$ cat config.mk
export PLATFORM = sky130hd
export DESIGN_NAME = captouch_top
export DESIGN_NICKNAME = d
export VERILOG_FILES = /design/src/design/captouch_pkg.sv /design/src/design/captouch_sync3.sv /design/src/design/captouch_div.sv /design/src/design/captouch_top.sv
export VERILOG_INCLUDE_DIRS = /design/src /design/src/design
export SDC_FILE = /design/constraint.sdc
export NUM_CORES = 1
export LEC_CHECK = 0
export BUFFER_PORTS_ARGS = -buffer_cell sky130_fd_sc_hd__buf_2
export CAP_MARGIN = 20
export CORE_MARGIN = 4
export CORE_UTILIZATION = 54
export CTS_CLUSTER_DIAMETER = 150
export CTS_CLUSTER_SIZE = 24
export DETAILED_ROUTE_END_ITERATION = 12
export PLACE_DENSITY = 0.86
export SLEW_MARGIN = 20
export SYNTH_ARGS = -nofsm -noshare
export SYNTH_HDL_FRONTEND = slang
export SYNTH_SLANG_ARGS = --single-unit
$ cat constraint.sdc
create_clock -name CLK_SYS -period 3.2 [get_ports CLK_SYS]
set_input_delay 0.16 -clock CLK_SYS [delete_from_list [all_inputs] [get_ports CLK_SYS]]
set_output_delay 0.16 -clock CLK_SYS [all_outputs]
set_load 0.005 [all_outputs]
$ cat src/design/captouch_params.svh
// Register offsets, field positions, reset values and counts of the touch sequencer.
`ifndef CAPTOUCH_PARAMS_SVH
`define CAPTOUCH_PARAMS_SVH

// Register byte offsets on the AXI4-Lite bus.
`define CT_OFS_CTRL        8'h00
`define CT_OFS_STATUS      8'h04
`define CT_OFS_POLL_THR    8'h08
`define CT_OFS_TIMING      8'h0C
`define CT_OFS_TOUCH_DATA  8'h10

// Control register fields.
`define CT_CTRL_MODE_LSB   0
`define CT_CTRL_TRIG_BIT   2
`define CT_CTRL_UNUSED_BIT 3
`define CT_CTRL_DIV_LSB    4
`define CT_CTRL_IEN_LSB    8
`define CT_CTRL_SEL_LSB    16
`define CT_CTRL_RESET      32'h0000_0000

// Status register fields.
`define CT_STAT_FLAG_LSB   0
`define CT_STAT_BUSY_BIT   8
`define CT_STAT_STEP_LSB   9
`define CT_STAT_HIGH_LSB   16

// Poll and threshold register fields.
`define CT_PT_THR_LSB      0
`define CT_PT_TOUT_LSB     12
`define CT_PT_POLL_LSB     16
`define CT_PT_LOWER_BIT    24
`define CT_PT_RESET        32'h0000_C000

// Timing register fields.
`define CT_TM_MEAS_LSB     0
`define CT_TM_RST_LSB      8
`define CT_TM_RESET        32'h0000_0101

// Touch data register fields.
`define CT_TD_COUNT_LSB    0
`define CT_TD_XVAL_LSB     16
`define CT_TD_TOUCH_BIT    20
`define CT_TD_TO_BIT       21
`define CT_TD_SEQ_LSB      24

// Event flag positions.
`define CT_EV_YES          0
`define CT_EV_NO           1
`define CT_EV_DONE         2
`define CT_EV_TOUT         3
`define CT_EV_OVR          4

// Log2 of divided clocks per poll field unit.
`define CT_POLL_UNIT_LOG2  12

// AXI responses.
`define CT_RESP_OKAY       2'h0
`define CT_RESP_SLVERR     2'h2

`endif

$ cat src/design/captouch_pkg.sv
// Types shared by the touch sequencer modules.
package captouch_pkg;

  // Measurement step states.
  typedef enum logic [1:0] {
    STEP_RESET    = 2'b00,
    STEP_CHARGE   = 2'b01,
    STEP_TRANSFER = 2'b10,
    STEP_MEASURE  = 2'b11
  } step_e;

  // Polling modes written by software.
  typedef enum logic [1:0] {
    MODE_INACTIVE = 2'b00,
    MODE_NOW      = 2'b01,
    MODE_CONT     = 2'b10,
    MODE_RSVD     = 2'b11
  } poll_mode_e;

  // Sequencer phase around the step machine.
  typedef enum logic [1:0] {
    PH_IDLE = 2'b00,
    PH_WAIT = 2'b01,
    PH_MEAS = 2'b10
  } phase_e;

endpackage

$ cat src/design/captouch_sync3.sv
// Three-flop input synchroniser that accepts a change once the last two stages agree.
`timescale 1ns/10ps
module captouch_sync3 (
  // Clock and reset.
  input  wire logic CLK_SYS,
  input  wire logic RST,
  // Asynchronous level in, filtered level out.
  input  wire logic din,
  output logic      dout
);

  logic meta_q;
  logic s2_q;
  logic s3_q;

  // Only the second stage reads the first; the output moves when stages two and three agree.
  always_ff @(posedge CLK_SYS) begin
    if (RST) begin
      meta_q <= 1'b0;
      s2_q   <= 1'b0;
      s3_q   <= 1'b0;
      dout   <= 1'b0;
    end else begin
      meta_q <= din;
      s2_q   <= meta_q;
      s3_q   <= s2_q;
      if (s2_q == s3_q) begin
        dout <= s3_q;
      end
    end
  end

endmodule

$ cat src/design/captouch_div.sv
// Function clock divider that issues one tick per divided clock period.
`timescale 1ns/10ps
module captouch_div (
  // Clock and reset.
  input  wire logic       CLK_SYS,
  input  wire logic       RST,
  // Ratio minus one, 0 gives divide by 1 and 15 divide by 16.
  input  wire logic [3:0] ratio_m1,
  output logic            tick
);

  logic [3:0] cnt_q;

  // A tick rather than a derived clock keeps the whole block on one clock tree.
  always_ff @(posedge CLK_SYS) begin
    if (RST) begin
      cnt_q <= 4'h0;
      tick  <= 1'b0;
    end else if (cnt_q >= ratio_m1) begin
      cnt_q <= 4'h0;
      tick  <= 1'b1;
    end else begin
      cnt_q <= cnt_q + 4'h1;
      tick  <= 1'b0;
    end
  end

endmodule

$ cat src/design/captouch_top.sv
// Mutual capacitance touch sequencer with AXI4-Lite register access.
// Function
// - Each measurement charges X, transfers to Y, counts iterations until threshold.
// - Step states are 0 reset, 1 charge, 2 transfer, 3 measure.
// - Unselected X pins are held low or high-impedance per the unused pin field.
// - With no measurement running the step machine stays in step 0.
// - Steps 1 to 3 repeat until trigger or iteration time-out.
// - A completed measurement returns to step 0 before any next one.
// - After threshold, Y drains and the next enabled X is measured.
// - Every sensor poll that does not time out yields one touch or no-touch event that can interrupt.
// - Function clock is divided by 1 to 16; all timing uses the divided clock.
// - Touch-below-threshold bit selects whether touch counts lower than no-touch.
// - A single-shot poll gives a baseline count before normal polling.
// - Interrupt enables sit in control; polling starts only once software enables it.
// - At most five X sensor channels exist.
// - Y voltage is sensed from the high side pin or the comparator.
// - A detected touch can request wake-up from low power states.
// - One pin for Y low side, one for Y high side, one per X.
// - Count above threshold is touch unless touch-below-threshold inverts it.
// - Reaching the time-out count flags a time-out and ends that measurement.
// - Between polling rounds wait 4096 times the poll field in divided clocks.
// - In measure step wait the measurement delay before sampling the trigger.
`timescale 1ns/10ps
`include "captouch_params.svh"
module captouch_top #(
  parameter int NUM_X = 5,
  parameter int CNT_W = 12
) (
  // Clock and reset.
  input  wire logic             CLK_SYS,
  input  wire logic             RST,
  // AXI4-Lite write address and data.
  input  wire logic [7:0]       S_AXI_AWADDR,
  input  wire logic             S_AXI_AWVALID,
  output logic                  S_AXI_AWREADY,
  input  wire logic [31:0]      S_AXI_WDATA,
  input  wire logic [3:0]       S_AXI_WSTRB,
  input  wire logic             S_AXI_WVALID,
  output logic                  S_AXI_WREADY,
  // AXI4-Lite write response.
  output logic [1:0]            S_AXI_BRESP,
  output logic                  S_AXI_BVALID,
  input  wire logic             S_AXI_BREADY,
  // AXI4-Lite read.
  input  wire logic [7:0]       S_AXI_ARADDR,
  input  wire logic             S_AXI_ARVALID,
  output logic                  S_AXI_ARREADY,
  output logic [31:0]           S_AXI_RDATA,
  output logic [1:0]            S_AXI_RRESP,
  output logic                  S_AXI_RVALID,
  input  wire logic             S_AXI_RREADY,
  // Sense electrode pins.
  output logic [NUM_X-1:0]      SENSE_X_O,
  output logic [NUM_X-1:0]      SENSE_X_OE,
  // Measurement capacitor pins and comparator.
  input  wire logic             Y_HIGH_SIDE_I,
  output logic                  Y_HIGH_SIDE_O,
  output logic                  Y_HIGH_SIDE_OE,
  output logic                  Y_LOW_SIDE_O,
  output logic                  Y_LOW_SIDE_OE,
  input  wire logic             COMPARATOR_INPUT,
  // Event outputs.
  output logic                  IRQ,
  output logic                  WAKE_REQ
);

  // Register state.
  logic [31:0]      ctrl_q;
  logic [31:0]      poll_thr_q;
  logic [31:0]      timing_q;
  logic [4:0]       flags_q;
  logic [CNT_W-1:0] td_count_q;
  logic [3:0]       td_xval_q;
  logic             td_touch_q;
  logic             td_to_q;
  logic [3:0]       seq_q;
  logic             unread_q;

  // Bus state.
  logic             aw_hold_q;
  logic             w_hold_q;
  logic [7:0]       awaddr_q;
  logic [31:0]      wdata_q;
  logic [3:0]       wstrb_q;

  // Sequencer state.
  captouch_pkg::phase_e phase_q;
  captouch_pkg::step_e  step_q;
  logic [NUM_X-1:0]     mask_q;
  logic [3:0]           xidx_q;
  logic [CNT_W-1:0]     iter_q;
  logic [7:0]           dly_q;
  logic [19:0]          wait_q;

  // Byte-lane merge of a write into a register.
  function automatic logic [31:0] merge(input logic [31:0] old, input logic [31:0] nw,
                                        input logic [3:0] strb);
    logic [31:0] r;
    r = old;
    for (int i = 0; i < 4; i++) begin
      if (strb[i]) begin
        r[8*i +: 8] = nw[8*i +: 8];
      end
    end
    return r;
  endfunction

  // First selected pin at or above a start index; NUM_X means none.
  function automatic logic [3:0] next_x(input logic [NUM_X-1:0] sel, input logic [3:0] from);
    logic [3:0] r;
    r = 4'(NUM_X);
    for (int i = NUM_X - 1; i >= 0; i--) begin
      if (sel[i] && (4'(i) >= from)) begin
        r = 4'(i);
      end
    end
    return r;
  endfunction

  // Field views.
  logic [1:0]       mode;
  logic             use_cmp;
  logic             unused_low;
  logic [3:0]       div_m1;
  logic [4:0]       irq_en;
  logic [NUM_X-1:0] sel;
  logic [CNT_W-1:0] thr;
  logic [3:0]       tout;
  logic [7:0]       poll;
  logic             lower;
  logic [7:0]       meas_dly;
  logic [7:0]       rst_dly;
  logic [CNT_W-1:0] tout_m1;
  assign mode       = ctrl_q[`CT_CTRL_MODE_LSB +: 2];
  assign use_cmp    = ctrl_q[`CT_CTRL_TRIG_BIT];
  assign unused_low = ctrl_q[`CT_CTRL_UNUSED_BIT];
  assign div_m1     = ctrl_q[`CT_CTRL_DIV_LSB +: 4];
  assign irq_en     = ctrl_q[`CT_CTRL_IEN_LSB +: 5];
  assign sel        = ctrl_q[`CT_CTRL_SEL_LSB +: NUM_X];
  assign thr        = poll_thr_q[`CT_PT_THR_LSB +: CNT_W];
  assign tout       = poll_thr_q[`CT_PT_TOUT_LSB +: 4];
  assign poll       = poll_thr_q[`CT_PT_POLL_LSB +: 8];
  assign lower      = poll_thr_q[`CT_PT_LOWER_BIT];
  assign meas_dly   = timing_q[`CT_TM_MEAS_LSB +: 8];
  assign rst_dly    = timing_q[`CT_TM_RST_LSB +: 8];
  // Time-out limit is 2 to the power of the field, saturating at the counter width.
  assign tout_m1    = (tout >= 4'(CNT_W)) ? {CNT_W{1'b1}} : CNT_W'((13'h1 << tout) - 13'h1);

  // Divided clock tick and synchronised trigger inputs.
  logic tick;
  logic yh_sync;
  logic cmp_sync;
  captouch_div u_div (
    .CLK_SYS  (CLK_SYS),
    .RST      (RST),
    .ratio_m1 (div_m1),
    .tick     (tick)
  );
  captouch_sync3 u_sync_yh (
    .CLK_SYS (CLK_SYS),
    .RST     (RST),
    .din     (Y_HIGH_SIDE_I),
    .dout    (yh_sync)
  );
  captouch_sync3 u_sync_cmp (
    .CLK_SYS (CLK_SYS),
    .RST     (RST),
    .din     (COMPARATOR_INPUT),
    .dout    (cmp_sync)
  );

  // Measurement end detection and classification.
  logic active;
  logic trig;
  logic meas_end;
  logic timed_out;
  logic is_touch;
  logic round_end;
  logic [3:0] nxt;
  assign active    = (mode == captouch_pkg::MODE_NOW) || (mode == captouch_pkg::MODE_CONT);
  assign trig      = use_cmp ? cmp_sync : yh_sync;
  assign timed_out = !trig && (iter_q == tout_m1);
  assign meas_end  = tick && active && (phase_q == captouch_pkg::PH_MEAS) &&
                     (step_q == captouch_pkg::STEP_MEASURE) && (dly_q >= meas_dly) &&
                     (trig || timed_out);
  assign is_touch  = lower ? (iter_q <= thr) : (iter_q > thr);
  assign nxt       = next_x(sel, xidx_q + 4'h1);
  assign round_end = meas_end && ((mode == captouch_pkg::MODE_NOW) || (nxt == 4'(NUM_X)));

  // Write channel: address and data are held independently, then applied together.
  logic do_write;
  logic wr_ctrl;
  logic wr_stat;
  assign do_write = aw_hold_q && w_hold_q && !S_AXI_BVALID;
  assign wr_ctrl  = do_write && (awaddr_q == `CT_OFS_CTRL);
  assign wr_stat  = do_write && (awaddr_q == `CT_OFS_STATUS);
  always_ff @(posedge CLK_SYS) begin
    if (RST) begin
      aw_hold_q     <= 1'b0;
      w_hold_q      <= 1'b0;
      awaddr_q      <= 8'h00;
      wdata_q       <= 32'h0000_0000;
      wstrb_q       <= 4'h0;
      S_AXI_AWREADY <= 1'b1;
      S_AXI_WREADY  <= 1'b1;
      S_AXI_BVALID  <= 1'b0;
      S_AXI_BRESP   <= `CT_RESP_OKAY;
    end else begin
      if (S_AXI_AWVALID && S_AXI_AWREADY) begin
        aw_hold_q     <= 1'b1;
        awaddr_q      <= S_AXI_AWADDR;
        S_AXI_AWREADY <= 1'b0;
      end
      if (S_AXI_WVALID && S_AXI_WREADY) begin
        w_hold_q     <= 1'b1;
        wdata_q      <= S_AXI_WDATA;
        wstrb_q      <= S_AXI_WSTRB;
        S_AXI_WREADY <= 1'b0;
      end
      if (do_write) begin
        aw_hold_q    <= 1'b0;
        w_hold_q     <= 1'b0;
        S_AXI_BVALID <= 1'b1;
        // Touch data is read-only, so a write there is refused like an unmapped one.
        S_AXI_BRESP  <= (awaddr_q == `CT_OFS_CTRL || awaddr_q == `CT_OFS_STATUS ||
                         awaddr_q == `CT_OFS_POLL_THR || awaddr_q == `CT_OFS_TIMING) ?
                        `CT_RESP_OKAY : `CT_RESP_SLVERR;
      end
      if (S_AXI_BVALID && S_AXI_BREADY) begin
        S_AXI_BVALID  <= 1'b0;
        S_AXI_AWREADY <= 1'b1;
        S_AXI_WREADY  <= 1'b1;
      end
    end
  end

  // Control register; a finished single-shot poll drops the mode back to inactive.
  always_ff @(posedge CLK_SYS) begin
    if (RST) begin
      ctrl_q <= `CT_CTRL_RESET;
    end else if (wr_ctrl) begin
      ctrl_q <= merge(ctrl_q, wdata_q, wstrb_q);
    end else if (round_end && (mode == captouch_pkg::MODE_NOW)) begin
      ctrl_q[`CT_CTRL_MODE_LSB +: 2] <= captouch_pkg::MODE_INACTIVE;
    end
  end

  // Parameter registers.
  always_ff @(posedge CLK_SYS) begin
    if (RST) begin
      poll_thr_q <= `CT_PT_RESET;
      timing_q   <= `CT_TM_RESET;
    end else if (do_write && (awaddr_q == `CT_OFS_POLL_THR)) begin
      poll_thr_q <= merge(poll_thr_q, wdata_q, wstrb_q);
    end else if (do_write && (awaddr_q == `CT_OFS_TIMING)) begin
      timing_q <= merge(timing_q, wdata_q, wstrb_q);
    end
  end

  // Event flags: write one to clear, and a new event in the same cycle wins.
  logic [4:0] ev_set;
  logic [4:0] ev_clr;
  logic       td_read;
  assign td_read = S_AXI_ARVALID && S_AXI_ARREADY && (S_AXI_ARADDR == `CT_OFS_TOUCH_DATA);
  always_comb begin
    ev_set              = 5'h00;
    ev_set[`CT_EV_YES]  = meas_end && !timed_out && is_touch;
    ev_set[`CT_EV_NO]   = meas_end && !timed_out && !is_touch;
    ev_set[`CT_EV_DONE] = round_end;
    ev_set[`CT_EV_TOUT] = meas_end && timed_out;
    ev_set[`CT_EV_OVR]  = meas_end && unread_q && !td_read;
    ev_clr              = wr_stat ? (wdata_q[4:0] & {5{wstrb_q[0]}}) : 5'h00;
  end
  always_ff @(posedge CLK_SYS) begin
    if (RST) begin
      flags_q  <= 5'h00;
      IRQ      <= 1'b0;
      WAKE_REQ <= 1'b0;
    end else begin
      flags_q  <= (flags_q & ~ev_clr) | ev_set;
      // Outputs follow the flags one cycle later, so a cleared flag drops them next edge.
      IRQ      <= |(flags_q & irq_en);
      WAKE_REQ <= flags_q[`CT_EV_YES] && irq_en[`CT_EV_YES];
    end
  end

  // Touch data latched at the end of each measurement.
  always_ff @(posedge CLK_SYS) begin
    if (RST) begin
      td_count_q <= '0;
      td_xval_q  <= 4'h0;
      td_touch_q <= 1'b0;
      td_to_q    <= 1'b0;
      seq_q      <= 4'h0;
      unread_q   <= 1'b0;
    end else begin
      if (meas_end) begin
        td_count_q <= iter_q;
        td_xval_q  <= xidx_q;
        td_touch_q <= !timed_out && is_touch;
        td_to_q    <= timed_out;
        unread_q   <= 1'b1;
      end else if (td_read) begin
        unread_q <= 1'b0;
      end
      if (round_end && (mode == captouch_pkg::MODE_CONT)) begin
        seq_q <= seq_q + 4'h1;
      end
    end
  end

  // Polling sequencer and measurement step machine, advanced on divided clock ticks.
  always_ff @(posedge CLK_SYS) begin
    if (RST) begin
      phase_q <= captouch_pkg::PH_IDLE;
      step_q  <= captouch_pkg::STEP_RESET;
      mask_q  <= '0;
      xidx_q  <= 4'h0;
      iter_q  <= '0;
      dly_q   <= 8'h00;
      wait_q  <= 20'h00000;
    end else if (!active) begin
      // Leaving the polling modes ends any measurement at once.
      phase_q <= captouch_pkg::PH_IDLE;
      step_q  <= captouch_pkg::STEP_RESET;
      mask_q  <= '0;
      dly_q   <= 8'h00;
    end else if (tick) begin
      unique case (phase_q)
        captouch_pkg::PH_IDLE: begin
          dly_q  <= 8'h00;
          wait_q <= 20'h00000;
          if (mode == captouch_pkg::MODE_NOW && sel != '0) begin
            // All selected pins are driven together for the baseline shot.
            phase_q <= captouch_pkg::PH_MEAS;
            mask_q  <= sel;
            xidx_q  <= next_x(sel, 4'h0);
          end else if (mode == captouch_pkg::MODE_CONT) begin
            phase_q <= captouch_pkg::PH_WAIT;
          end
        end
        captouch_pkg::PH_WAIT: begin
          if (wait_q >= {poll, 12'h000}) begin
            wait_q <= 20'h00000;
            if (sel != '0) begin
              phase_q <= captouch_pkg::PH_MEAS;
              xidx_q  <= next_x(sel, 4'h0);
              mask_q  <= NUM_X'(1) << next_x(sel, 4'h0);
              dly_q   <= 8'h00;
            end
          end else begin
            wait_q <= wait_q + 20'h00001;
          end
        end
        captouch_pkg::PH_MEAS: begin
          unique case (step_q)
            captouch_pkg::STEP_RESET: begin
              if (dly_q >= rst_dly) begin
                step_q <= captouch_pkg::STEP_CHARGE;
                iter_q <= '0;
                dly_q  <= 8'h00;
              end else begin
                dly_q <= dly_q + 8'h01;
              end
            end
            captouch_pkg::STEP_CHARGE: begin
              step_q <= captouch_pkg::STEP_TRANSFER;
            end
            captouch_pkg::STEP_TRANSFER: begin
              step_q <= captouch_pkg::STEP_MEASURE;
              dly_q  <= 8'h00;
            end
            captouch_pkg::STEP_MEASURE: begin
              if (dly_q < meas_dly) begin
                dly_q <= dly_q + 8'h01;
              end else if (meas_end) begin
                step_q <= captouch_pkg::STEP_RESET;
                dly_q  <= 8'h00;
                if (round_end) begin
                  phase_q <= (mode == captouch_pkg::MODE_CONT) ?
                             captouch_pkg::PH_WAIT : captouch_pkg::PH_IDLE;
                  mask_q  <= '0;
                  wait_q  <= 20'h00000;
                end else begin
                  xidx_q <= nxt;
                  mask_q <= NUM_X'(1) << nxt;
                end
              end else begin
                iter_q <= iter_q + CNT_W'(1);
                step_q <= captouch_pkg::STEP_CHARGE;
              end
            end
          endcase
        end
        default: begin
          phase_q <= captouch_pkg::PH_IDLE;
        end
      endcase
    end
  end

  // Pin drive per step; inactive selected pins rest low so they do not couple charge.
  always_ff @(posedge CLK_SYS) begin
    if (RST) begin
      SENSE_X_O      <= '0;
      SENSE_X_OE     <= '0;
      Y_HIGH_SIDE_O  <= 1'b0;
      Y_HIGH_SIDE_OE <= 1'b0;
      Y_LOW_SIDE_O   <= 1'b0;
      Y_LOW_SIDE_OE  <= 1'b0;
    end else begin
      for (int i = 0; i < NUM_X; i++) begin
        SENSE_X_O[i] <= mask_q[i] && (step_q == captouch_pkg::STEP_CHARGE);
        if (!sel[i]) begin
          SENSE_X_OE[i] <= unused_low;
        end else if (mask_q[i]) begin
          SENSE_X_OE[i] <= (step_q == captouch_pkg::STEP_RESET) ||
                           (step_q == captouch_pkg::STEP_CHARGE);
        end else begin
          SENSE_X_OE[i] <= 1'b1;
        end
      end
      // High side drained low in step 0, otherwise an input; low side held except in transfer.
      Y_HIGH_SIDE_O  <= 1'b0;
      Y_HIGH_SIDE_OE <= (step_q == captouch_pkg::STEP_RESET);
      Y_LOW_SIDE_O   <= 1'b0;
      Y_LOW_SIDE_OE  <= (step_q != captouch_pkg::STEP_TRANSFER);
    end
  end

  // Read channel; touch data holds the last measurement until the next one ends.
  always_ff @(posedge CLK_SYS) begin
    if (RST) begin
      S_AXI_ARREADY <= 1'b1;
      S_AXI_RVALID  <= 1'b0;
      S_AXI_RDATA   <= 32'h0000_0000;
      S_AXI_RRESP   <= `CT_RESP_OKAY;
    end else if (S_AXI_ARVALID && S_AXI_ARREADY) begin
      S_AXI_ARREADY <= 1'b0;
      S_AXI_RVALID  <= 1'b1;
      S_AXI_RRESP   <= `CT_RESP_OKAY;
      S_AXI_RDATA   <= 32'h0000_0000;
      case (S_AXI_ARADDR)
        `CT_OFS_CTRL:     S_AXI_RDATA <= ctrl_q;
        `CT_OFS_POLL_THR: S_AXI_RDATA <= poll_thr_q;
        `CT_OFS_TIMING:   S_AXI_RDATA <= timing_q;
        `CT_OFS_STATUS: begin
          S_AXI_RDATA[`CT_STAT_FLAG_LSB +: 5] <= flags_q;
          S_AXI_RDATA[`CT_STAT_BUSY_BIT]      <= (phase_q == captouch_pkg::PH_MEAS);
          S_AXI_RDATA[`CT_STAT_STEP_LSB +: 2] <= step_q;
          S_AXI_RDATA[`CT_STAT_HIGH_LSB +: 4] <= 4'(NUM_X - 1);
        end
        `CT_OFS_TOUCH_DATA: begin
          S_AXI_RDATA[`CT_TD_COUNT_LSB +: CNT_W] <= td_count_q;
          S_AXI_RDATA[`CT_TD_XVAL_LSB +: 4]      <= td_xval_q;
          S_AXI_RDATA[`CT_TD_TOUCH_BIT]          <= td_touch_q;
          S_AXI_RDATA[`CT_TD_TO_BIT]             <= td_to_q;
          S_AXI_RDATA[`CT_TD_SEQ_LSB +: 4]       <= seq_q;
        end
        default: S_AXI_RRESP <= `CT_RESP_SLVERR;
      endcase
    end else if (S_AXI_RVALID && S_AXI_RREADY) begin
      S_AXI_RVALID  <= 1'b0;
      S_AXI_ARREADY <= 1'b1;
    end
  end

endmodule

==> results of run 1 <==
## flip-flops by register name, summed over array words and instances (netlist names), 2 cells and up
name         count
step_q           2
ctrl_q          32
u_div.cnt_q      4
seq_q            4
td_xval_q        3
td_count_q      12
dly_q            8
flags_q          5
iter_q          12
xidx_q           3
SENSE_X_OE       5
phase_q          2
SENSE_X_O        5
poll_thr_q      32
wait_q          20
S_AXI_RDATA     32
wstrb_q          4
mask_q           5
wdata_q         32
awaddr_q         8
timing_q        32
## layout make-up
cell class	count	area, sq um	area share
tap	330	413	0.0260
timing repair buffer	231	1600	0.101
multi-input combinational	1248	7420	0.468
sequential	287	5750	0.362
clock buffer	16	379	0.0239
inverter	81	304	0.0192
## Yosys cell counts, drive strengths merged (8+ instances only)
cell	n	area [sq um]
a21oi	228	1140
nor2	176	661
o31ai	16	120
mux2i	63	631
nor2b	18	113
and3	26	163
o211ai	9	67.6
and2	16	100
or4	11	82.6
inv	80	300
dfxtp	287	5750
o311ai	20	175
nand3	95	475
clkbuf	95	357
buf	24	131
a311oi	8	70.1
nand2	228	856
a31oi	15	93.8
a221oi	21	184
ha	61	763
a21o	8	60.1
o21ai	61	305
nand4	23	144
nand2b	14	87.6
nor3	21	105
## worst max path at each step
stage	from	cells past startpoint	to
after global placement	poll_thr_q[14]	11	wait_q[4]
after floorplan	poll_thr_q[14]	12	wait_q[13]
final	poll_thr_q[14]	11	phase_q[0]
after detailed placement	poll_thr_q[14]	10	wait_q[4]
after global routing	poll_thr_q[14]	11	phase_q[0]
after CTS	poll_thr_q[14]	10	wait_q[4]
## repair_timing
action	4_1_cts	5_1_grt
hold buffers	51	0
gates resized for setup	2	31
setup buffers	0	7
endpoints found under the setup margin	22	52
pin swaps	0	3
endpoints found under the hold margin	51	0
## per-stage QoR
| step | setup WS [ns] | util |
|---|---|---|
| after floorplan | 0.0250 | - |
| after global placement | -0.0112 | 0.587 |
| after detailed placement | -0.120 | 0.587 |
| after CTS | 0.00728 | 0.623 |
| after global routing | -0.115 | 0.630 |
| final | 0.00971 | 0.630 |
## logic make-up after synthesis
| logic type | synth area share |
|---|---|
| other | 0.000272 |
| adder cells (fa/ha/maj) | 0.0553 |
| AO/OA/AOI/OAI | 0.194 |
| multiplexers | 0.0465 |
| AND/OR/NAND/NOR | 0.222 |
| flip-flops | 0.416 |
| buffers and inverters | 0.0574 |
| XOR/XNOR | 0.00888 |
## per-layer routing
layer	share of wire	wire length (um)	vias up
li1	-	-	6327
met1	0.41	17300	6239
met2	0.45	19000	742
met3	0.095	3990	126
met4	0.038	1590	2
met5	0.00017	7	-
## worst max-delay path: stages, from the launching register on
cell and delay, ns:
dfxtp_1 0.33, or4_4 0.56, ha_4 0.26, xnor2_1 0.13, a211oi_2 0.25, o32ai_2 0.12
nor2_1 0.15, a31oi_1 0.12, o31a_1 0.30, buf_4 0.23, or2_2 0.32, o41ai_2 0.32
## power by group through the flow
stage	logic, mW	clock network [mW]	registers [mW]
after floorplan	0.197	0	3.74
after global placement	0.297	0	3.76
after detailed placement	0.303	0	3.77
after CTS	0.351	2.00	3.68
after global routing	0.399	2.11	3.70
final	0.369	2.00	3.69
==> report_table.html, run 1 <==
<table>
<tr><th>Metric</th><th>Value</th></tr>
<tr><th colspan="2">Global route</th></tr>
<tr><td>Number of global-route vias before repair</td><td>about 13000</td></tr>
<tr><td>Met3 GRT Util</td><td>0.0448</td></tr>
<tr><td>Highest-utilization routing layer at the global route stage</td><td>met2</td></tr>
<tr><td>Number of antenna violations at the first check in global routing</td><td>1</td></tr>
<tr><td>Overall global routing resource usage</td><td>0.284</td></tr>
<tr><td>GRT met1 Usage</td><td>0.390</td></tr>
<tr><td>First-pass GRT wire length</td><td>between 60000 and 70000 um</td></tr>
<tr><td>Met2 layer usage reported by global route</td><td>0.457</td></tr>
<tr><td>Pin count of the biggest net entering global routing</td><td>109</td></tr>
<tr><td>Global route overflow</td><td>0</td></tr>
<tr><th colspan="2">Timing</th></tr>
<tr><td>Final worst path period share</td><td>0.997</td></tr>
<tr><td>Measured slew at the worst slew-check pin</td><td>~0.87 ns</td></tr>
<tr><td>Timing-limited maximum frequency</td><td>around 310 MHz</td></tr>
<tr><td>Final number of max-transition violations</td><td>0</td></tr>
<tr><td>Fin. Hold Viols</td><td>0</td></tr>
<tr><td>Final min period</td><td>roughly 3.2 ns</td></tr>
<tr><td>Setup repair after global routing missed its margin</td><td>yes</td></tr>
<tr><td>Final setup violation count</td><td>0</td></tr>
<tr><td>Max-slew headroom at the worst pin</td><td>0.420</td></tr>
<tr><td>Post-Route Hold Slack</td><td>~0.022 ns</td></tr>
<tr><td>Worst setup skew after layout</td><td>0.0113 ns</td></tr>
<tr><td>Aggregate negative setup slack</td><td>0 ns</td></tr>
<tr><th colspan="2">Worst setup path</th></tr>
<tr><td>Worst reg-to-reg setup slack</td><td>between 0.009 and 0.01 ns</td></tr>
<tr><td>Worst r2r path cells</td><td>11</td></tr>
<tr><td>Worst Setup End Kind</td><td>flip-flop</td></tr>
<tr><td>Crit path max fanout</td><td>24</td></tr>
<tr><td>Critical path required time</td><td>3.60 ns</td></tr>
<tr><td>Crit Reg-Reg Startpoint</td><td>poll_thr_q[14]</td></tr>
<tr><td>Path type of the worst setup path</td><td>flip-flop to flip-flop</td></tr>
<tr><td>Destination of the worst register-to-register timing path</td><td>phase_q[0]</td></tr>
<tr><td>Worst EP arrival</td><td>~3.6 ns</td></tr>
<tr><td>Kind of start point of the critical path</td><td>flip-flop</td></tr>
<tr><th colspan="2">Power</th></tr>
<tr><td>Seq pwr share</td><td>0.609</td></tr>
<tr><td>Power spent charging and discharging nets</td><td>1.43 mW</td></tr>
<tr><td>Part of the total power dissipated in the clock network</td><td>0.330</td></tr>
<tr><td>Combinational share of power</td><td>0.061</td></tr>
<tr><td>Post-route total power</td><td>just over 6 mW</td></tr>
<tr><td>Power per cell area</td><td>approximately 380 nW/um^2</td></tr>
<tr><td>Cell Int Power</td><td>approximately 4.6 mW</td></tr>
<tr><td>Switching part of the total power</td><td>0.237</td></tr>
<tr><td>Peak supply drop</td><td>roughly 0.00036 V</td></tr>
<tr><td>Leak pwr</td><td>5.89 nW</td></tr>
<tr><th colspan="2">Hold path</th></tr>
<tr><td>Worst min-delay path category</td><td>input port to flip-flop</td></tr>
<tr><td>Startpoint of the lowest-slack hold path</td><td>S_AXI_AWVALID</td></tr>
<tr><td>Worst Hold Path Cells</td><td>3</td></tr>
<tr><td>Worst Hold Endpoint</td><td>awaddr_q[4]</td></tr>
<tr><th colspan="2">Logic synthesis</th></tr>
<tr><td>Netlist area before placement</td><td>13800 sq um</td></tr>
<tr><td>Share of the yosys chip area belonging to registers</td><td>0.416</td></tr>
<tr><td>Register bit count reported by yosys</td><td>~290</td></tr>
<tr><td>Dominant register cell in the synthesized netlist</td><td>dfxtp_1</td></tr>
<tr><td>Syn Inst Count</td><td>~1700</td></tr>
<tr><td>Share of flip-flops with an asynchronous set or reset after synthesis</td><td>0</td></tr>
<tr><td>Post-Synthesis Mean Instance Area</td><td>around 8.0 sq um</td></tr>
<tr><td>Yosys warns</td><td>0</td></tr>
<tr><td>Number of flops mapped to enable cells by yosys</td><td>0</td></tr>
<tr><td>Count of cell types in the netlist</td><td>66</td></tr>
<tr><th colspan="2">Placed design</th></tr>
<tr><td>RePlAce Congestion</td><td>slightly below 1</td></tr>
<tr><td>DPL Wire Length</td><td>around 29000 um</td></tr>
<tr><td>I/O Buffers</td><td>between 100 and 150</td></tr>
<tr><td>Area post-placement</td><td>about 15000 sq um</td></tr>
<tr><td>Count of placed standard cells including taps</td><td>2119</td></tr>
<tr><th colspan="2">Floorplan</th></tr>
<tr><td>Total Die Area</td><td>~28000 sq um</td></tr>
<tr><td>Standard-cell rows</td><td>58</td></tr>
<tr><td>Floorplan die height</td><td>approximately 170 um</td></tr>
<tr><td>Die span in x</td><td>roughly 170 um</td></tr>
<tr><td>Boundary Pins</td><td>118</td></tr>
<tr><td>Total core area</td><td>about 25000 sq um</td></tr>
<tr><td>Starting density of the core</td><td>0.548</td></tr>
<tr><th colspan="2">Clocking</th></tr>
<tr><td>Number of buffers on the longest clock path</td><td>3</td></tr>
<tr><td>Clk slew on worst S/H paths</td><td>~0.1 ns</td></tr>
<tr><td>Root buffer cell</td><td>clkbuf_16</td></tr>
<tr><td>Clock sinks</td><td>around 290</td></tr>
<tr><td>Total CTS buffers</td><td>15</td></tr>
<tr><td>Clock insertion delay at the later pin of the skew report</td><td>approximately 0.50 ns</td></tr>
<tr><td>Total number of H-tree levels</td><td>1</td></tr>
<tr><td>CTS tree</td><td>yes</td></tr>
<tr><th colspan="2">Route</th></tr>
<tr><td>Initial DRC count</td><td>roughly 1800</td></tr>
<tr><td>DRC violation count after routing</td><td>0</td></tr>
<tr><td>Antenna viol nets, final</td><td>0</td></tr>
<tr><td>Total iterations of the first detailed-routing run</td><td>6</td></tr>
<tr><td>Total length of routed wires</td><td>41900 um</td></tr>
<tr><td>Total via count after detailed routing</td><td>approximately 13000</td></tr>
<tr><td>Drt wl/cell</td><td>about 19 um</td></tr>
<tr><td>Avg Vias per Cell</td><td>around 6.1</td></tr>
<tr><th colspan="2">Final layout</th></tr>
<tr><td>Final standard cell area without fillers</td><td>between 15000 and 20000 sq um</td></tr>
<tr><td># diodes</td><td>0</td></tr>
<tr><td>Number of standard cells in the final layout excluding fillers</td><td>between 2000 and 2500</td></tr>
<tr><td>Fill cell count</td><td>around 2000</td></tr>
<tr><td>Layout cells sized above 1</td><td>0.125</td></tr>
<tr><td>Most common cell after layout, fill and taps aside</td><td>dfxtp_1</td></tr>
<tr><td># nets final</td><td>between 1500 and 2000</td></tr>
<tr><td>Area growth from synthesis to layout</td><td>14.9%</td></tr>
<tr><td>Leading cell types in the layout, fill and taps excluded</td><td>dfxtp_1, nand2_1, a21oi_1</td></tr>
<tr><th colspan="2">Job</th></tr>
<tr><td>Max-cap check violation count</td><td>0</td></tr>
<tr><th colspan="2">Status</th></tr>
<tr><td>Status</td><td>completed</td></tr>
</table>
Note: power is estimated with default switching activity, not from simulation.
==> run 2: changes to the inputs <==
--- a/config.mk
+++ b/config.mk
@@ -13,7 +13,10 @@
 export CTS_CLUSTER_DIAMETER = 150
 export CTS_CLUSTER_SIZE = 24
 export DETAILED_ROUTE_END_ITERATION = 12
+export GPL_ROUTABILITY_DRIVEN = 0
+export GPL_TIMING_DRIVEN = 0
 export PLACE_DENSITY = 0.86
+export SKIP_CTS_REPAIR_TIMING = 1
 export SLEW_MARGIN = 20
 export SYNTH_ARGS = -nofsm -noshare
 export SYNTH_HDL_FRONTEND = slang
==> report_table.html, run 2 (synthesis gave the netlist of run 1 again) <==
<table>
<tr><th>Metric</th><th>Value</th></tr>
<tr><th colspan="2">Power</th></tr>
<tr><td>Cell Int Power</td><td>~4.6 mW</td></tr>
<tr><td>Power spent charging and discharging nets</td><td>about 1.5 mW</td></tr>
<tr><td>Combinational share of power</td><td>0.068</td></tr>
<tr><td>Seq pwr share</td><td>0.599</td></tr>
<tr><td>Power per cell area</td><td>between 300 and 400 nW/um^2</td></tr>
<tr><td>Leak pwr</td><td>5.94 nW</td></tr>
<tr><td>Peak supply drop</td><td>0.000410 V</td></tr>
<tr><td>Post-route total power</td><td>between 6 and 7 mW</td></tr>
<tr><td>Switching part of the total power</td><td>0.246</td></tr>
<tr><td>Part of the total power dissipated in the clock network</td><td>0.332</td></tr>
<tr><th colspan="2">Route</th></tr>
<tr><td>DRC violation count after routing</td><td>0</td></tr>
<tr><td>Total via count after detailed routing</td><td>approximately 14000</td></tr>
<tr><td>Initial DRC count</td><td>approximately 1800</td></tr>
<tr><td>Antenna viol nets, final</td><td>0</td></tr>
<tr><td>Drt wl/cell</td><td>20.4 um</td></tr>
<tr><td>Total length of routed wires</td><td>~46000 um</td></tr>
<tr><td>Total iterations of the first detailed-routing run</td><td>10</td></tr>
<tr><td>Avg Vias per Cell</td><td>6.34</td></tr>
<tr><th colspan="2">Placed design</th></tr>
<tr><td>Area post-placement</td><td>roughly 15000 sq um</td></tr>
<tr><td>Count of placed standard cells including taps</td><td>between 2000 and 2500</td></tr>
<tr><td>DPL Wire Length</td><td>32400 um</td></tr>
<tr><td>I/O Buffers</td><td>110</td></tr>
<tr><th colspan="2">Floorplan</th></tr>
<tr><td>Total core area</td><td>25200 sq um</td></tr>
<tr><td>Die span in x</td><td>around 170 um</td></tr>
<tr><td>Floorplan die height</td><td>roughly 170 um</td></tr>
<tr><td>Standard-cell rows</td><td>58</td></tr>
<tr><td>Boundary Pins</td><td>118</td></tr>
<tr><td>Starting density of the core</td><td>0.548</td></tr>
<tr><td>Total Die Area</td><td>around 28000 sq um</td></tr>
<tr><th colspan="2">Worst setup path</th></tr>
<tr><td>Worst EP arrival</td><td>around 4 ns</td></tr>
<tr><td>Path type of the worst setup path</td><td>flip-flop to flip-flop</td></tr>
<tr><td>Critical path required time</td><td>between 3 and 4 ns</td></tr>
<tr><td>Worst Setup End Kind</td><td>flip-flop</td></tr>
<tr><td>Crit path max fanout</td><td>6</td></tr>
<tr><td>Kind of start point of the critical path</td><td>flip-flop</td></tr>
<tr><th colspan="2">Timing</th></tr>
<tr><td>Max-slew headroom at the worst pin</td><td>0.228</td></tr>
<tr><td>Final number of max-transition violations</td><td>0</td></tr>
<tr><td>Setup repair after global routing missed its margin</td><td>yes</td></tr>
<tr><td>Measured slew at the worst slew-check pin</td><td>roughly 1.2 ns</td></tr>
<tr><td>Post-layout worst setup margin</td><td>-0.304 ns</td></tr>
<tr><td>Final setup violation count</td><td>28</td></tr>
<tr><td>Fin. Hold Viols</td><td>0</td></tr>
<tr><td>Worst setup skew after layout</td><td>~0.015 ns</td></tr>
<tr><td>Final min period</td><td>~3.5 ns</td></tr>
<tr><td>Final worst path period share</td><td>1.09</td></tr>
<tr><td>Timing-limited maximum frequency</td><td>about 290 MHz</td></tr>
<tr><th colspan="2">Final layout</th></tr>
<tr><td>Area taken by multi-input logic gates</td><td>about 7600 sq um</td></tr>
<tr><td>Most common cell after layout, fill and taps aside</td><td>dfxtp_1</td></tr>
<tr><td>Fill cell count</td><td>between 1500 and 2000</td></tr>
<tr><td>Layout cells sized above 1</td><td>0.118</td></tr>
<tr><td>Area growth from synthesis to layout</td><td>17.8%</td></tr>
<tr><td>Number of standard cells in the final layout excluding fillers</td><td>roughly 2300</td></tr>
<tr><td>Final standard cell area without fillers</td><td>~16000 sq um</td></tr>
<tr><td>Leading cell types in the layout, fill and taps excluded</td><td>dfxtp_1, nand2_1, a21oi_1</td></tr>
<tr><td>Area occupied by registers</td><td>5750 sq um</td></tr>
<tr><td># nets final</td><td>2051</td></tr>
<tr><th colspan="2">Clocking</th></tr>
<tr><td>Clock sinks</td><td>~290</td></tr>
<tr><td>CTS tree</td><td>yes</td></tr>
<tr><td>Number of buffers on the longest clock path</td><td>3</td></tr>
<tr><td>Total CTS buffers</td><td>15</td></tr>
<tr><td>Total number of H-tree levels</td><td>1</td></tr>
<tr><td>Root buffer cell</td><td>clkbuf_16</td></tr>
<tr><td>Clk slew on worst S/H paths</td><td>0.10 ns</td></tr>
<tr><td>Clock insertion delay at the later pin of the skew report</td><td>0.51 ns</td></tr>
<tr><th colspan="2">Status</th></tr>
<tr><td>Violations in the final reports</td><td>setup timing</td></tr>
<tr><td>Status</td><td>finished, violations left</td></tr>
<tr><th colspan="2">Job</th></tr>
<tr><td>Max-cap check violation count</td><td>0</td></tr>
<tr><th colspan="2">Global route</th></tr>
<tr><td>First-pass GRT wire length</td><td>67400 um</td></tr>
<tr><td>Number of antenna violations at the first check in global routing</td><td>1</td></tr>
<tr><td>Pin count of the biggest net entering global routing</td><td>25</td></tr>
<tr><td>Global route overflow</td><td>0</td></tr>
<tr><td>Number of global-route vias before repair</td><td>between 10000 and 15000</td></tr>
<tr><td>Overall global routing resource usage</td><td>0.289</td></tr>
<tr><th colspan="2">Hold path</th></tr>
<tr><td>Worst min-delay path category</td><td>input port to flip-flop</td></tr>
</table>
## run 2: cell types whose count changed in the layout (fill, tap and decap cells not counted), moves of 3 or more
cell	previous run	this run
clkbuf_1	1	84
o21ai_2	0	6
clkbuf_2	1	4
o21ai_1	9	4
o31ai_1	11	6
buf_6	5	1
o311ai_1	1	6
buf_2	112	117
buf_1	0	10
o311ai_0	19	4
buf_4	62	25
o311ai_2	0	6
o31ai_4	0	7
o311ai_4	0	4
## run 2: layout make-up
cell class / instances / area share
antenna: 1 / 0.000154
buffer: 117 / 0.0329
clock buffer: 16 / 0.0233
clock inverter: 1 / 0.000538
inverter: 81 / 0.0187
multi-input combinational: 1248 / 0.470
sequential: 287 / 0.353
tap: 330 / 0.0254
timing repair buffer: 179 / 0.0754
## run 2: power by group through the flow
stage	combinational [mW]	clock (mW)	sequential, mW
final	0.421	2.04	3.68
after global routing	0.451	2.14	3.69
after CTS	0.347	2.02	3.68
after detailed placement	0.346	0	3.76
after global placement	0.337	0	3.76
after floorplan	0.197	0	3.74
## run 2: critical path: stages, from the launching register on
cell and delay (ns):
dfxtp_4 0.37, or4_4 0.55, ha_4 0.20, clkbuf_2 0.15
buf_4 0.15, a21oi_1 0.12, o32ai_1 0.11, nor2_1 0.21
a31oi_2 0.19, o31a_1 0.38, or4_4 0.51, buf_8 0.16
buf_12 0.14, o31ai_4 0.20
## run 2: layer usage
metal / global-route usage / share of wire / up-vias
met1: 0.394 / 0.38 / 6613
li1: - / - / 6475
met4: 0.130 / 0.055 / 2
met5: 0 / 0.00028 / -
met3: 0.0575 / 0.12 / 202
met2: 0.446 / 0.44 / 1046
## run 2: worst paths after layout
check / start / endpoint / slack (ns) / depth (start not counted)
worst max-delay path: poll_thr_q[14] / wait_q[19] / -0.30 / 13
worst min-delay path: S_AXI_AWVALID / awaddr_q[7] / 0.09 / 3
worst max register to register: poll_thr_q[14] / wait_q[19] / -0.30 / 13
worst min register to register: u_sync_cmp.meta_q / u_sync_cmp.s2_q / 0.46 / 1
## run 2: stage by stage
step	setup slack (ns)	utilization	hold slack, ns	TNS (ns)
6_report	-0.304	0.646	0.0930	-4.85
3_3_place_gp	-0.608	0.587	0.368	-26.11
3_5_place_dp	-0.630	0.587	0.377	-30.22
2_1_floorplan	0.0250	-	0.260	0
5_1_grt	-0.341	0.646	0.106	-6.41
4_1_cts	-0.721	0.603	-0.156	-33.46
